### src/dual_timer_params.svh
// Constants for the dual timer/counter block.
// Assumes inclusion by bare name; definitions only.
// Summary of operation
// - Counter one runs on run bit and gate.
// - Mode fields at bits 1:0 and 5:4.
// - Mode 0 is a 13-bit counter.
// - Low byte upper three bits stay outside carry.
// - Carries in modes 0-2 set overflow flags; counter one's carry does not while counter zero is in mode 3.
// - Counter one carry clocks the serial port.
// - Mode 1 is a full 16-bit counter.
// - Mode 2 reloads low byte from high byte.
// - Mode 3 low byte keeps counter zero controls.
// - Mode 3 high byte runs on run one.
// - Counter one in mode 3 holds.
// - Counter one still feeds serial clock.
// - Cascade bit chains both into 32 bits.
// - No auto-reload during soft power-down.
// - Leaving soft power-down with pin high adds one count.
// - Overflow is all-ones ANDed with clock.
// - Clock select picks divide-by-12 or pin.
// - Run bits four and six enable counters outside cascade.
// - Power-down routes pins past edge detector.
`ifndef DUAL_TIMER_PARAMS_SVH
`define DUAL_TIMER_PARAMS_SVH
`define IDX_TIMER_CONTROL  8'h88
`define IDX_TIMER_MODE     8'h89
`define IDX_C0_LOW         8'h8A
`define IDX_C1_LOW         8'h8B
`define IDX_C0_HIGH        8'h8C
`define IDX_C1_HIGH        8'h8D
`define IDX_POWER_CTL      8'h87
`define IDX_IO_CONTROL     8'hF8
`define C0_MODE_LO         0
`define C0_MODE_HI         1
`define C0_CLK_SEL         2
`define C0_GATE            3
`define C1_MODE_LO         4
`define C1_MODE_HI         5
`define C1_CLK_SEL         6
`define C1_GATE            7
`define RUN_ZERO_BIT       4
`define FLAG_ZERO_BIT      5
`define RUN_ONE_BIT        6
`define FLAG_ONE_BIT       7
`define CASCADE_BIT        6
`define SOFT_PD_BIT        0
`define HARD_PD_BIT        1
`define M13_LOW_MSB        4
`define RESET_BYTE         8'h00
`define PRESCALE_LAST      4'hB
`define S3_PHASE           4'h4
`define S5_PHASE           4'h8
`endif

### src/dual_timer_pkg.sv
// Types shared by the dual timer/counter files.
// Assumes no other package.
package dual_timer_pkg;
  // Counting modes selected by a two-bit field.
  typedef enum logic [1:0] {MODE_13BIT, MODE_16BIT, MODE_RELOAD8, MODE_SPLIT} count_mode_e;
endpackage

### src/count_strobe_if.sv
// Carrier between the timer core and one count-pin edge detector.
// Assumes both ends run on pclk.
`timescale 1ns/10ps
interface count_strobe_if;
  logic count_pin;   // Raw count pin level.
  logic s3_strobe;   // Internal count phase.
  logic s5_strobe;   // Detector transfer phase.
  logic power_down;  // Soft or hard power-down.
  logic soft_down;   // Soft power-down alone.
  logic count_tick;  // One-cycle qualified count.
  modport detector (input count_pin, s3_strobe, s5_strobe, power_down, soft_down,
                    output count_tick);
  modport timer (output count_pin, s3_strobe, s5_strobe, power_down, soft_down,
                 input count_tick);
endinterface

### src/count_edge_detector.sv
// Falling-edge detector for one external count pin.
// Assumes the pin is synchronous to pclk.
`timescale 1ns/10ps
module count_edge_detector (
  input wire logic           pclk,
  input wire logic           presetn,
  count_strobe_if.detector   strb
);
  logic pin_q_reg;   // Pin level one cycle back.
  logic caught_reg;  // Edge caught, waiting for transfer.
  logic passed_reg;  // Edge passed at S5.
  logic soft_q_reg;  // Soft power-down one cycle back.
  wire  fall_edge  = pin_q_reg & ~strb.count_pin;
  wire  norm_tick  = passed_reg & caught_reg & strb.s3_strobe;
  // Leaving soft power-down with the pin high adds a count.
  wire  exit_tick  = soft_q_reg & ~strb.soft_down & strb.count_pin;
  // In power-down the pin edge goes straight to the counter.
  assign strb.count_tick = strb.power_down ? fall_edge : (norm_tick | exit_tick);

  // Edge capture; a new edge wins over the clear by the tick.
  // An edge already counted directly in power-down is not latched, so it cannot count twice.
  always_ff @(posedge pclk or negedge presetn) begin
    if (!presetn) begin
      pin_q_reg  <= 1'b0;
      caught_reg <= 1'b0;
      passed_reg <= 1'b0;
      soft_q_reg <= 1'b0;
    end else begin
      pin_q_reg  <= strb.count_pin;
      soft_q_reg <= strb.soft_down;
      caught_reg <= (fall_edge & ~strb.power_down) | (caught_reg & ~norm_tick);
      if (strb.s5_strobe) begin
        passed_reg <= caught_reg;
      end
    end
  end
endmodule

### src/dual_timer_counter.sv
// Two up-counting timer/counters with four modes and a 32-bit cascade.
// Assumes an APB master on pclk and count/gate pins synchronous to pclk.
`timescale 1ns/10ps
`include "dual_timer_params.svh"
module dual_timer_counter #(
  parameter int ADDR_W = 12
) (
  input  wire logic              pclk,
  input  wire logic              presetn,
  input  wire logic              psel,
  input  wire logic              penable,
  input  wire logic              pwrite,
  input  wire logic [ADDR_W-1:0] paddr,
  input  wire logic [31:0]       pwdata,
  output logic      [31:0]       prdata,
  output logic                   pready,
  output logic                   pslverr,
  input  wire logic              count_pin_zero,
  input  wire logic              count_pin_one,
  input  wire logic              gate_input_zero,
  input  wire logic              gate_input_one,
  output logic                   overflow_flag_zero,
  output logic                   overflow_flag_one,
  output logic                   serial_clk_pulse,
  output logic                   wake_request
);
  // Register state.
  logic [7:0]  timer_mode_select_reg; // Mode, clock select and gate bits.
  logic [7:0]  c0_low_reg;            // Counter zero low byte.
  logic [7:0]  c0_high_reg;           // Counter zero high byte.
  logic [7:0]  c1_low_reg;            // Counter one low byte.
  logic [7:0]  c1_high_reg;           // Counter one high byte.
  logic        run_ctl_zero_reg;      // Run bit of counter zero.
  logic        run_ctl_one_reg;       // Run bit of counter one.
  logic        flag0_reg;             // Overflow flag zero.
  logic        flag1_reg;             // Overflow flag one.
  logic        cascade_enable_reg;    // 32-bit chaining.
  logic        soft_pd_reg;           // Soft power-down.
  logic        hard_pd_reg;           // Hard power-down.
  logic [3:0]  presc_reg;             // Divide-by-12 phase.
  logic [31:0] prdata_reg;            // Read data.
  logic        pready_reg;            // Access completes.
  logic        pslverr_reg;           // Unmapped access.
  logic        serial_reg;            // Serial port clock pulse.
  logic        wake_reg;              // Wake pulse on overflow in power-down.

  // Next values from the counting logic.
  logic [7:0]  c0_low_next;
  logic [7:0]  c0_high_next;
  logic [7:0]  c1_low_next;
  logic [7:0]  c1_high_next;
  logic        carry0;
  logic        carry1;
  logic        carry_split;
  logic        carry32;

  // One counting step; returns carry, high byte and low byte.
  function automatic logic [16:0] count_step(input dual_timer_pkg::count_mode_e mode,
                                             input logic [7:0] hi,
                                             input logic [7:0] lo,
                                             input logic reload_ok);
    logic [8:0]  lo_sum;
    logic [8:0]  hi_sum;
    logic [16:0] res;
    lo_sum = {1'b0, lo} + 9'h001;
    hi_sum = {1'b0, hi} + 9'h001;
    case (mode)
      // Only five low bits feed the high byte; the upper three still count.
      dual_timer_pkg::MODE_13BIT: begin
        res = (&lo[`M13_LOW_MSB:0]) ? {hi_sum, lo_sum[7:0]} : {1'b0, hi, lo_sum[7:0]};
      end
      dual_timer_pkg::MODE_16BIT: begin
        res = (&lo) ? {hi_sum, lo_sum[7:0]} : {1'b0, hi, lo_sum[7:0]};
      end
      // Reload from the high byte unless in soft power-down.
      dual_timer_pkg::MODE_RELOAD8: begin
        res = (&lo) ? {1'b1, hi, (reload_ok ? hi : `RESET_BYTE)} : {1'b0, hi, lo_sum[7:0]};
      end
      default: begin
        res = {lo_sum[8], hi, lo_sum[7:0]};
      end
    endcase
    return res;
  endfunction

  // Mode decoding.
  wire dual_timer_pkg::count_mode_e mode0 =
    dual_timer_pkg::count_mode_e'(timer_mode_select_reg[`C0_MODE_HI:`C0_MODE_LO]);
  wire dual_timer_pkg::count_mode_e mode1 =
    dual_timer_pkg::count_mode_e'(timer_mode_select_reg[`C1_MODE_HI:`C1_MODE_LO]);
  wire split0 = (mode0 == dual_timer_pkg::MODE_SPLIT);
  wire hold1  = (mode1 == dual_timer_pkg::MODE_SPLIT);

  // Internal clock phases stop while in power-down.
  wire pd_any   = soft_pd_reg | hard_pd_reg;
  wire s3_phase = (presc_reg == `S3_PHASE) & ~pd_any;
  wire s5_phase = (presc_reg == `S5_PHASE) & ~pd_any;

  // Edge detectors for the two count pins.
  count_strobe_if strobe0_if ();
  count_strobe_if strobe1_if ();
  assign strobe0_if.count_pin  = count_pin_zero;
  assign strobe0_if.s3_strobe  = s3_phase;
  assign strobe0_if.s5_strobe  = s5_phase;
  assign strobe0_if.power_down = pd_any;
  assign strobe0_if.soft_down  = soft_pd_reg;
  assign strobe1_if.count_pin  = count_pin_one;
  assign strobe1_if.s3_strobe  = s3_phase;
  assign strobe1_if.s5_strobe  = s5_phase;
  assign strobe1_if.power_down = pd_any;
  assign strobe1_if.soft_down  = soft_pd_reg;

  count_edge_detector det0 (
    .pclk    (pclk),
    .presetn (presetn),
    .strb    (strobe0_if)
  );
  count_edge_detector det1 (
    .pclk    (pclk),
    .presetn (presetn),
    .strb    (strobe1_if)
  );

  // Clock source selection per counter.
  wire tick0 = timer_mode_select_reg[`C0_CLK_SEL] ? strobe0_if.count_tick : s3_phase;
  wire tick1 = timer_mode_select_reg[`C1_CLK_SEL] ? strobe1_if.count_tick : s3_phase;

  // Run gating by run bit and, when enabled, by the gate pin.
  wire run0 = run_ctl_zero_reg &
              (~timer_mode_select_reg[`C0_GATE] | gate_input_zero);
  wire run1 = run_ctl_one_reg &
              (~timer_mode_select_reg[`C1_GATE] | gate_input_one);

  // Counting steps.
  wire [16:0] step0 = count_step(mode0, c0_high_reg, c0_low_reg, ~soft_pd_reg);
  wire [16:0] step1 = count_step(mode1, c1_high_reg, c1_low_reg, ~soft_pd_reg);
  wire [8:0]  split_sum = {1'b0, c0_high_reg} + 9'h001;
  wire [32:0] chain_sum = {1'b0, c1_high_reg, c1_low_reg, c0_high_reg, c0_low_reg} + 33'h000000001;

  // APB decoding.
  wire       access   = psel & penable;
  wire       first    = access & ~pready_reg;
  wire       wr_fire  = access & pwrite & pready_reg;
  wire [7:0] reg_idx  = paddr[9:2];
  wire       aligned  = (paddr[1:0] == 2'b00) & (paddr[ADDR_W-1:10] == '0);
  wire       hit_ctl  = aligned & (reg_idx == `IDX_TIMER_CONTROL);
  wire       hit_mode = aligned & (reg_idx == `IDX_TIMER_MODE);
  wire       hit_c0l  = aligned & (reg_idx == `IDX_C0_LOW);
  wire       hit_c1l  = aligned & (reg_idx == `IDX_C1_LOW);
  wire       hit_c0h  = aligned & (reg_idx == `IDX_C0_HIGH);
  wire       hit_c1h  = aligned & (reg_idx == `IDX_C1_HIGH);
  wire       hit_pwr  = aligned & (reg_idx == `IDX_POWER_CTL);
  wire       hit_io   = aligned & (reg_idx == `IDX_IO_CONTROL);
  wire       hit_any  = hit_ctl | hit_mode | hit_c0l | hit_c1l | hit_c0h | hit_c1h |
                        hit_pwr | hit_io;
  wire [7:0] ctl_view = {flag1_reg, run_ctl_one_reg, flag0_reg, run_ctl_zero_reg, 4'h0};
  wire [7:0] rd_byte  = hit_ctl  ? ctl_view :
                        hit_mode ? timer_mode_select_reg :
                        hit_c0l  ? c0_low_reg :
                        hit_c1l  ? c1_low_reg :
                        hit_c0h  ? c0_high_reg :
                        hit_c1h  ? c1_high_reg :
                        hit_pwr  ? {6'h00, hard_pd_reg, soft_pd_reg} :
                        hit_io   ? {1'b0, cascade_enable_reg, 6'h00} : `RESET_BYTE;

  // Counter next values; a software write to a byte wins over counting.
  always_comb begin
    c0_low_next  = c0_low_reg;
    c0_high_next = c0_high_reg;
    c1_low_next  = c1_low_reg;
    c1_high_next = c1_high_reg;
    carry0       = 1'b0;
    carry1       = 1'b0;
    carry_split  = 1'b0;
    carry32      = 1'b0;
    if (cascade_enable_reg) begin
      // Both counters form one 32-bit counter on counter zero's clock.
      if (tick0) begin
        {c1_high_next, c1_low_next, c0_high_next, c0_low_next} = chain_sum[31:0];
        carry32 = chain_sum[32];
      end
    end else begin
      // Counter zero, or its low byte alone in split mode.
      if (run0 && tick0) begin
        c0_low_next = step0[7:0];
        carry0      = step0[16];
        if (!split0) begin
          c0_high_next = step0[15:8];
        end
      end
      // Split high byte counts the internal clock under run one only.
      if (split0 && run_ctl_one_reg && s3_phase) begin
        c0_high_next = split_sum[7:0];
        carry_split  = split_sum[8];
      end
      // Counter one holds in mode 3.
      if (!hold1 && run1 && tick1) begin
        {c1_high_next, c1_low_next} = step1[15:0];
        carry1 = step1[16];
      end
    end
    if (wr_fire && hit_c0l) begin
      c0_low_next = pwdata[7:0];
    end
    if (wr_fire && hit_c0h) begin
      c0_high_next = pwdata[7:0];
    end
    if (wr_fire && hit_c1l) begin
      c1_low_next = pwdata[7:0];
    end
    if (wr_fire && hit_c1h) begin
      c1_high_next = pwdata[7:0];
    end
  end

  // Flag set terms; counter one's carry is ignored while counter zero is split.
  wire set0  = carry0;
  wire set1  = (carry1 & ~split0) | carry_split | carry32;
  wire wrctl = wr_fire & hit_ctl;

  // Counter byte storage.
  always_ff @(posedge pclk or negedge presetn) begin
    if (!presetn) begin
      c0_low_reg  <= `RESET_BYTE;
      c0_high_reg <= `RESET_BYTE;
      c1_low_reg  <= `RESET_BYTE;
      c1_high_reg <= `RESET_BYTE;
    end else begin
      c0_low_reg  <= c0_low_next;
      c0_high_reg <= c0_high_next;
      c1_low_reg  <= c1_low_next;
      c1_high_reg <= c1_high_next;
    end
  end

  // Control bits; hardware set wins over a software clear.
  always_ff @(posedge pclk or negedge presetn) begin
    if (!presetn) begin
      timer_mode_select_reg <= `RESET_BYTE;
      run_ctl_zero_reg      <= 1'b0;
      run_ctl_one_reg       <= 1'b0;
      flag0_reg             <= 1'b0;
      flag1_reg             <= 1'b0;
      cascade_enable_reg    <= 1'b0;
    end else begin
      if (wr_fire && hit_mode) begin
        timer_mode_select_reg <= pwdata[7:0];
      end
      if (wrctl) begin
        run_ctl_zero_reg <= pwdata[`RUN_ZERO_BIT];
        run_ctl_one_reg  <= pwdata[`RUN_ONE_BIT];
      end
      if (wr_fire && hit_io) begin
        cascade_enable_reg <= pwdata[`CASCADE_BIT];
      end
      flag0_reg <= set0 | (wrctl ? pwdata[`FLAG_ZERO_BIT] : flag0_reg);
      flag1_reg <= set1 | (wrctl ? pwdata[`FLAG_ONE_BIT] : flag1_reg);
    end
  end

  // Power-down state, left on any flag-setting overflow while down, and the prescaler.
  always_ff @(posedge pclk or negedge presetn) begin
    if (!presetn) begin
      soft_pd_reg <= 1'b0;
      hard_pd_reg <= 1'b0;
      wake_reg    <= 1'b0;
      presc_reg   <= 4'h0;
    end else begin
      wake_reg <= pd_any & (set0 | set1);
      if (pd_any && (set0 || set1)) begin
        soft_pd_reg <= 1'b0;
        hard_pd_reg <= 1'b0;
      end else if (wr_fire && hit_pwr) begin
        soft_pd_reg <= pwdata[`SOFT_PD_BIT];
        hard_pd_reg <= pwdata[`HARD_PD_BIT];
      end
      if (pd_any || presc_reg == `PRESCALE_LAST) begin
        presc_reg <= 4'h0;
      end else begin
        presc_reg <= presc_reg + 4'h1;
      end
    end
  end

  // APB slave with one wait state so that read data comes from a register.
  always_ff @(posedge pclk or negedge presetn) begin
    if (!presetn) begin
      pready_reg  <= 1'b0;
      pslverr_reg <= 1'b0;
      prdata_reg  <= 32'h00000000;
      serial_reg  <= 1'b0;
    end else begin
      pready_reg  <= first;
      pslverr_reg <= first & ~hit_any;
      if (first) begin
        prdata_reg <= {24'h000000, rd_byte};
      end
      serial_reg <= carry1;
    end
  end

  assign prdata             = prdata_reg;
  assign pready             = pready_reg;
  assign pslverr            = pslverr_reg;
  assign overflow_flag_zero = flag0_reg;
  assign overflow_flag_one  = flag1_reg;
  assign serial_clk_pulse   = serial_reg;
  assign wake_request       = wake_reg;
endmodule

### config.mk
export PLATFORM = sky130hd
export DESIGN_NAME = dual_timer_counter
export DESIGN_NICKNAME = d
export VERILOG_FILES = /design/src/dual_timer_pkg.sv /design/src/count_strobe_if.sv /design/src/count_edge_detector.sv /design/src/dual_timer_counter.sv
export VERILOG_INCLUDE_DIRS = /design/src
export SDC_FILE = /design/constraint.sdc
export NUM_CORES = 1
export LEC_CHECK = 0
export BUFFER_PORTS_ARGS = -buffer_cell sky130_fd_sc_hd__buf_2
export CAP_MARGIN = 25
export CORE_MARGIN = 1
export CORE_UTILIZATION = 25
export DETAILED_ROUTE_END_ITERATION = 8
export SLEW_MARGIN = 40
export SYNTH_ARGS = -nofsm -noshare
export SYNTH_HDL_FRONTEND = slang
export SYNTH_SLANG_ARGS = --single-unit
### constraint.sdc
create_clock -name pclk -period 3.1 [get_ports pclk]
set_input_delay 0.155 -clock pclk [delete_from_list [all_inputs] [get_ports pclk]]
set_output_delay 0.155 -clock pclk [all_outputs]
set_load 0.005 [all_outputs]
Yosys cells after proc, flatten, opt, wreduce, memory -nomap -nowiden
Cells that the tools add are included.
- add/sub/neg operators: 6
- equality and inequality tests: 28
- multiplexer cells: 55
- bitwise operators: 64
- reductions and logical operators: 35
- operator list (cell ; count):
    2-to-1 mux 8 bit ; 26
    2-to-1 mux 17 bit ; 6
    case mux 17 bit (3 select lines) ; 2
    == test 8 bit, second input constant ; 8
    adder 8 x 1 -> 9 bit, second input constant ; 4
    bitwise AND 1 bit ; 34
    adder 32 x 1 -> 33 bit, second input constant ; 1
    bitwise OR 1 bit ; 19
    2-to-1 mux 1 bit ; 18
    AND reduction 8 bit ; 2
    2-to-1 mux 7 bit ; 2
    logical AND 1 bit ; 13
    != test 3 x 1 -> 1 bit, second input constant ; 4
    != test 4 bit, second input constant ; 3
    NOT 1 bit ; 11
    != test 5 bit, second input constant ; 2
    AND reduction 5 bit ; 2
    nonzero test 3 bit ; 3
    == test 2 bit, second input constant ; 4
    == test 4 bit, second input constant ; 2
    zero test 2 bit ; 4
    nonzero test 4 bit ; 2
    AND reduction 7 bit ; 1
    AND reduction 6 bit ; 1
    other kinds (11) ; 14
- register bits after elaboration: 70
- bits of input ports: 53
- output and inout port bits: 38
- logic and storage cells: 213

Longest topological paths before layout
- word-level depth: 16
- depth in mapped cells: 10

By module
A second synthesis with hierarchy kept.
- cell total of the unflattened synthesis: 640
- area total of the unflattened synthesis: 5400.2 um^2
- modules (own cells, without submodules) (module ; instances ; cells each ; area each (um^2) ; sequential area each (um^2)):
    dual_timer_counter ; 1 ; 616 ; 5044.8 ; 1576.5
    count_edge_detector ; 2 ; 12 ; 177.7 ; 100.1

Worst setup path after synthesis
No wires, ideal clock.
- path kind: flip-flop to flip-flop
- from: reg c0_low_reg[0]
- to: reg c0_high_reg[6]
- setup time: 0.137 ns
- data arrival time: 2.219 ns
- setup slack: 0.743 ns
- stages on the path, launching flop included: 11
- period minus slack after synthesis: 2.357 ns
- cell sequence: dfrtp_1 -> ha_1 -> and3_1 -> ha_1 -> or3b_2 -> o21ai_1 -> o2bb2ai_1 -> nand2_1 -> nor4_1 -> xnor2_1 -> a21oi_1
- longest elaborated chain between the ends: 4
- elaborated cells on any way between the ends: 9
- ends and longest elaborated chain (element ; line ; source):
    start, declared ; dual_timer_counter.sv:29 ; logic [7:0] c0_low_reg;
    start signal, assigned ; dual_timer_counter.sv:224 ; c0_low_reg <= `RESET_BYTE;
    start signal, assigned ; dual_timer_counter.sv:229 ; c0_low_reg <= c0_low_next;
    adder 32 x 1 -> 33 bit ; dual_timer_counter.sv:138 ; wire [32:0] chain_sum = {1'b0, c1_high_reg, c1_low_reg, c0_high_reg, c0_low_reg} + 33'h000000001;
    2-to-1 mux 8 bit ; dual_timer_counter.sv:178 ; if (tick0) begin
    2-to-1 mux 8 bit ; dual_timer_counter.sv:176 ; if (cascade_enable_reg) begin
    2-to-1 mux 8 bit ; dual_timer_counter.sv:205 ; if (wr_fire && hit_c0h) begin
    end signal, assigned ; dual_timer_counter.sv:225 ; c0_high_reg <= `RESET_BYTE;
    end signal, assigned ; dual_timer_counter.sv:230 ; c0_high_reg <= c0_high_next;
    end, declared ; dual_timer_counter.sv:30 ; logic [7:0] c0_high_reg;
Several ways; a longest one is shown, not always the timed one. The select of a mux whose other input is x is not followed.
A chain may end at the register's enable or synchronous reset.

Final worst setup path
- from: reg soft_pd_reg
- to: reg hard_pd_reg
- longest elaborated chain between the ends: 16
- elaborated cells on any way between the ends: 33
- ends and longest elaborated chain (element ; line ; source):
    start, declared ; dual_timer_counter.sv:38 ; logic soft_pd_reg;
    start signal, assigned ; dual_timer_counter.sv:274 ; soft_pd_reg <= pwdata[`SOFT_PD_BIT];
    bitwise OR 1 bit ; dual_timer_counter.sv:95 ; wire pd_any = soft_pd_reg | hard_pd_reg;
    NOT 1 bit ; dual_timer_counter.sv:96 ; wire s3_phase = (presc_reg == `S3_PHASE) & ~pd_any;
    bitwise AND 1 bit ; dual_timer_counter.sv:96 ;
    bitwise AND 1 bit ; count_edge_detector.sv:14 ; wire norm_tick = passed_reg & caught_reg & strb.s3_strobe;
    bitwise OR 1 bit ; count_edge_detector.sv:18 ; assign strb.count_tick = strb.power_down ? fall_edge : (norm_tick | exit_tick);
    2-to-1 mux 1 bit ; count_edge_detector.sv:18 ;
    2-to-1 mux 1 bit ; dual_timer_counter.sv:126 ; wire tick1 = timer_mode_select_reg[`C1_CLK_SEL] ? strobe1_if.count_tick : s3_phase;
    logical AND 1 bit ; dual_timer_counter.sv:197 ; if (!hold1 && run1 && tick1) begin
    2-to-1 mux 1 bit ; dual_timer_counter.sv:197 ;
    2-to-1 mux 1 bit ; dual_timer_counter.sv:176 ;
    bitwise AND 1 bit ; dual_timer_counter.sv:218 ; wire set1 = (carry1 & ~split0) | carry_split | carry32;
    bitwise OR 1 bit (2 in series) ; dual_timer_counter.sv:218 ;
    logical OR 1 bit ; dual_timer_counter.sv:270 ; if (pd_any && (set0 || set1)) begin
    logical AND 1 bit (*) ; dual_timer_counter.sv:270 ;
    2-to-1 mux 1 bit or nonzero test 2 bit (tied branches) ; - ;
    end signal, assigned ; dual_timer_counter.sv:275 ; hard_pd_reg <= pwdata[`HARD_PD_BIT];
    end, declared ; dual_timer_counter.sv:39 ; logic hard_pd_reg;
Every way passes the cells marked *; elsewhere a longest branch is shown, timed or not.

==> metrics <==
synth unique cells=70; r2r endpoint=hard_pd_reg; hold endpoint=c1_high_reg[1]; footprint of the multi-input gates=0.00307 mm2; Row Count=51; CP Data Required Time=3330 ps; Max Fclk=0.371 GHz; largest area contributor in the netlist=dfrtp_1; CP max stage cell=dfrtp_1; Boundary Pins=91; CP Capture Type=flop; min cycle time layout=2700 ps; Net Sw Power=0.501 mW; Vias/cell=5.34; Register-to-Register Setup Slack=400 ps; Max stage delay on crit path=520 ps; Hold WS=138 ps; via count=4990; hpwl dp=12400 um; die height=145 um; ANT cells=0; crit share post-route=0.869; hold path start=pwdata[1]; setup TNS=0 ps; cell area power density=378 mW/mm2; sw frac=0.222; Num Clock Sinks=70; H-Tree Level Count=3; Area Overhead vs Synth=17.1%; initial core utilization=0.259; CP Buf/Inv Count=0; synthesized area=0.00510 mm2; die width=145 um; Post-synth EDFFs=0; Worst slew margin=0.482; async set-reset flop share out of synthesis=1.00; post-route setup slack=405 ps; Non-Filler Instances=935; Max Slew Vio Count=0; Pre-antenna DRT Iters=6; Peak VDD IR=0.231 mV; grt ovf=0; Synthesis Warnings=0; Place WS=487 ps; R2R cell count=7; Worst Hold Depth=3; routed len/inst=18.2 um; register area share after synthesis=0.343; Worst Hold Class=input port to flop; Core ar.=0.0197 mm2; Fill cells=2090; synthesized flop and latch total=70; ranking of synthesized cells by area=dfrtp_1 (34%), nand2_1 (5.1%), nor2_1 (4.0%); clock-pin slew on the worst setup and hold paths=60 ps; Most used DFF post-synth=dfrtp_1; Die ar.=0.0210 mm2; Design Power=2.26 mW; RR Startpoint=soft_pd_reg; clock share of power=0.542; Buffers on Ports=42; actual slew at the worst max-slew pin=773 ps; clock tree buffer depth=2; worst-path fanout max=8; GRT Util Overall=0.168; internal power=1.76 mW; max capacitance violation total=0; vias in the first global route=4441; DRC violations left=0; CTS tree=built; Reg area=0.00175 mm2; GPL Wtd Cong=0.934; Final Hold Vio Count=0; RSZ-0062 raised after global routing=false; placed instance count=916; antenna violations before repair=0; overall routed net length=17000 um; share of the synthesized area in the top cell type=0.343; layout cells sized above 1=0.170; Post-Synthesis Cells=618; P_leak=2.46 nW; status=finished, final reports clean; worst-path cell chain=or2_1 -> or3_4 -> a2bb2oi_2 -> nor2_1 -> a31oi_1 -> a31oi_1 -> nor2_1; Net count, final=727; pin count of the biggest net entering global routing=71; power share of the combinational group=0.051; CTS root buf=clkbuf_16; syn avg cell area=8.26 um2; # setup viols final=0; family with the most delay on the worst path=simple AND/OR/NAND/NOR gates; Antenna Nets Post-Route=0; drt initial violations=651; Setup Skew=11.9 ps; crit path DAT=2930 ps; Clk Latency, worst-skew pair=360 ps; Crit Path Class=flop to flop; CTS buffer count=9; CP Launch Type=flop; global-route wire length before repair=25900 um; Flop pwr share=0.407; # resized after CTS=0
==> power groups by stage <==
stage | registers, mW | clock network [mW] | logic [mW]
2_1_floorplan | 0.938 | 0 | 0.0620
4_1_cts | 0.921 | 1.25 | 0.116
6_report | 0.922 | 1.23 | 0.115
5_1_grt | 0.922 | 1.28 | 0.129
3_5_place_dp | 0.938 | 0 | 0.112
3_3_place_gp | 0.938 | 0 | 0.111
==> worst max-delay path by stage <==
stage / startpoint / to / depth (start not counted)
3_5_place_dp: soft_pd_reg / soft_pd_reg / 7
2_1_floorplan: c0_low_reg[0] / c0_high_reg[6] / 10
6_report: soft_pd_reg / hard_pd_reg / 7
3_3_place_gp: c0_low_reg[1] / c0_high_reg[6] / 10
5_1_grt: c0_low_reg[1] / c0_high_reg[5] / 10
4_1_cts: soft_pd_reg / soft_pd_reg / 7
==> layout by cell type, fill, tap and decap left out, types with 8 or more instances in the layout <==
cell type,netlist,final
mux2_2,17,17
nor2b_1,10,10
clkbuf_16,0,9
inv_1,17,17
dfrtp_1,70,70
o22ai_1,8,8
nor2_1,55,55
and3_1,19,19
nand3_1,19,19
a21oi_1,35,35
or3_1,9,9
ha_1,9,9
buf_2,5,41
conb_1,1,24
xnor2_1,9,9
mux2i_1,15,15
nand2_1,70,70
buf_4,25,21
nor3_1,18,18
a31oi_1,16,16
o21ai_0,36,36
nand4_1,16,16
==> worst reg2reg max path: stages (launching register included) <==
cell       delay (ps)
dfrtp_1           520
or2_1             360
or3_4             400
a2bb2oi_2         190
nor2_1            370
a31oi_1           240
a31oi_1           390
nor2_1            100
==> cell families after synthesis <==
family / Yosys count / synth area share
DFF: 70 / 0.343
and+or+nand+nor: 261 / 0.263
adders and majority gates: 9 / 0.0221
buffers and inverters: 71 / 0.0718
other: 1 / 0.000735
xor gates and xnor gates: 15 / 0.0257
muxes: 32 / 0.0669
AOI/OAI and AO/OA: 159 / 0.206
==> synthesized netlist by cell type (6+ instances only) <==
library cell  instances
or3_1                 9
o22ai_1               8
clkbuf_1             20
buf_4                25
nor3_1               18
nor3b_1               6
nand4_1              16
a22oi_1               6
or2_2                 7
nand2_1              70
ha_1                  9
xor2_1                6
a211oi_1              6
nor2b_1              10
nor2_1               55
mux2_2               17
a31oi_1              16
xnor2_1               9
o21ai_0              36
nand3_1              19
a221oi_1              7
dfrtp_1              70
nor4_1                7
mux2i_1              15
inv_1                17
a21oi_1              35
and3_1               19
==> layout make-up <==
type | instances | share of cell area
flip-flops and latches | 70 | 0.293
multi-input cells | 500 | 0.514
clock buffers | 11 | 0.0406
well taps | 265 | 0.0555
inverters | 18 | 0.0113
clock inverters | 5 | 0.0178
repair buffers | 66 | 0.0676
==> stage by stage <==
stage,area (um2),util
after global routing,5980,0.303
after floorplan,5190,-
after CTS,5980,0.303
after global placement,5590,0.284
after detailed placement,5600,0.284
final,5980,0.303
==> metal layers <==
metal  share of wire  routed length (um)  global-route usage  vias up
met5               0                   0                   0        -
met2            0.42                7070               0.245      268
li1                -                   -                   -     2315
met3           0.090                1530              0.0401       32
met1            0.47                7930               0.235     2375
met4           0.026                 447              0.0704        0
==> what timing repair did <==
item,4_1_cts,5_1_grt
hold endpoints to repair,72,0
endpoints found under the setup margin,0,0
hold buffers,3,0
buffers inserted,0,0
(Power assumes the default switching activity.)
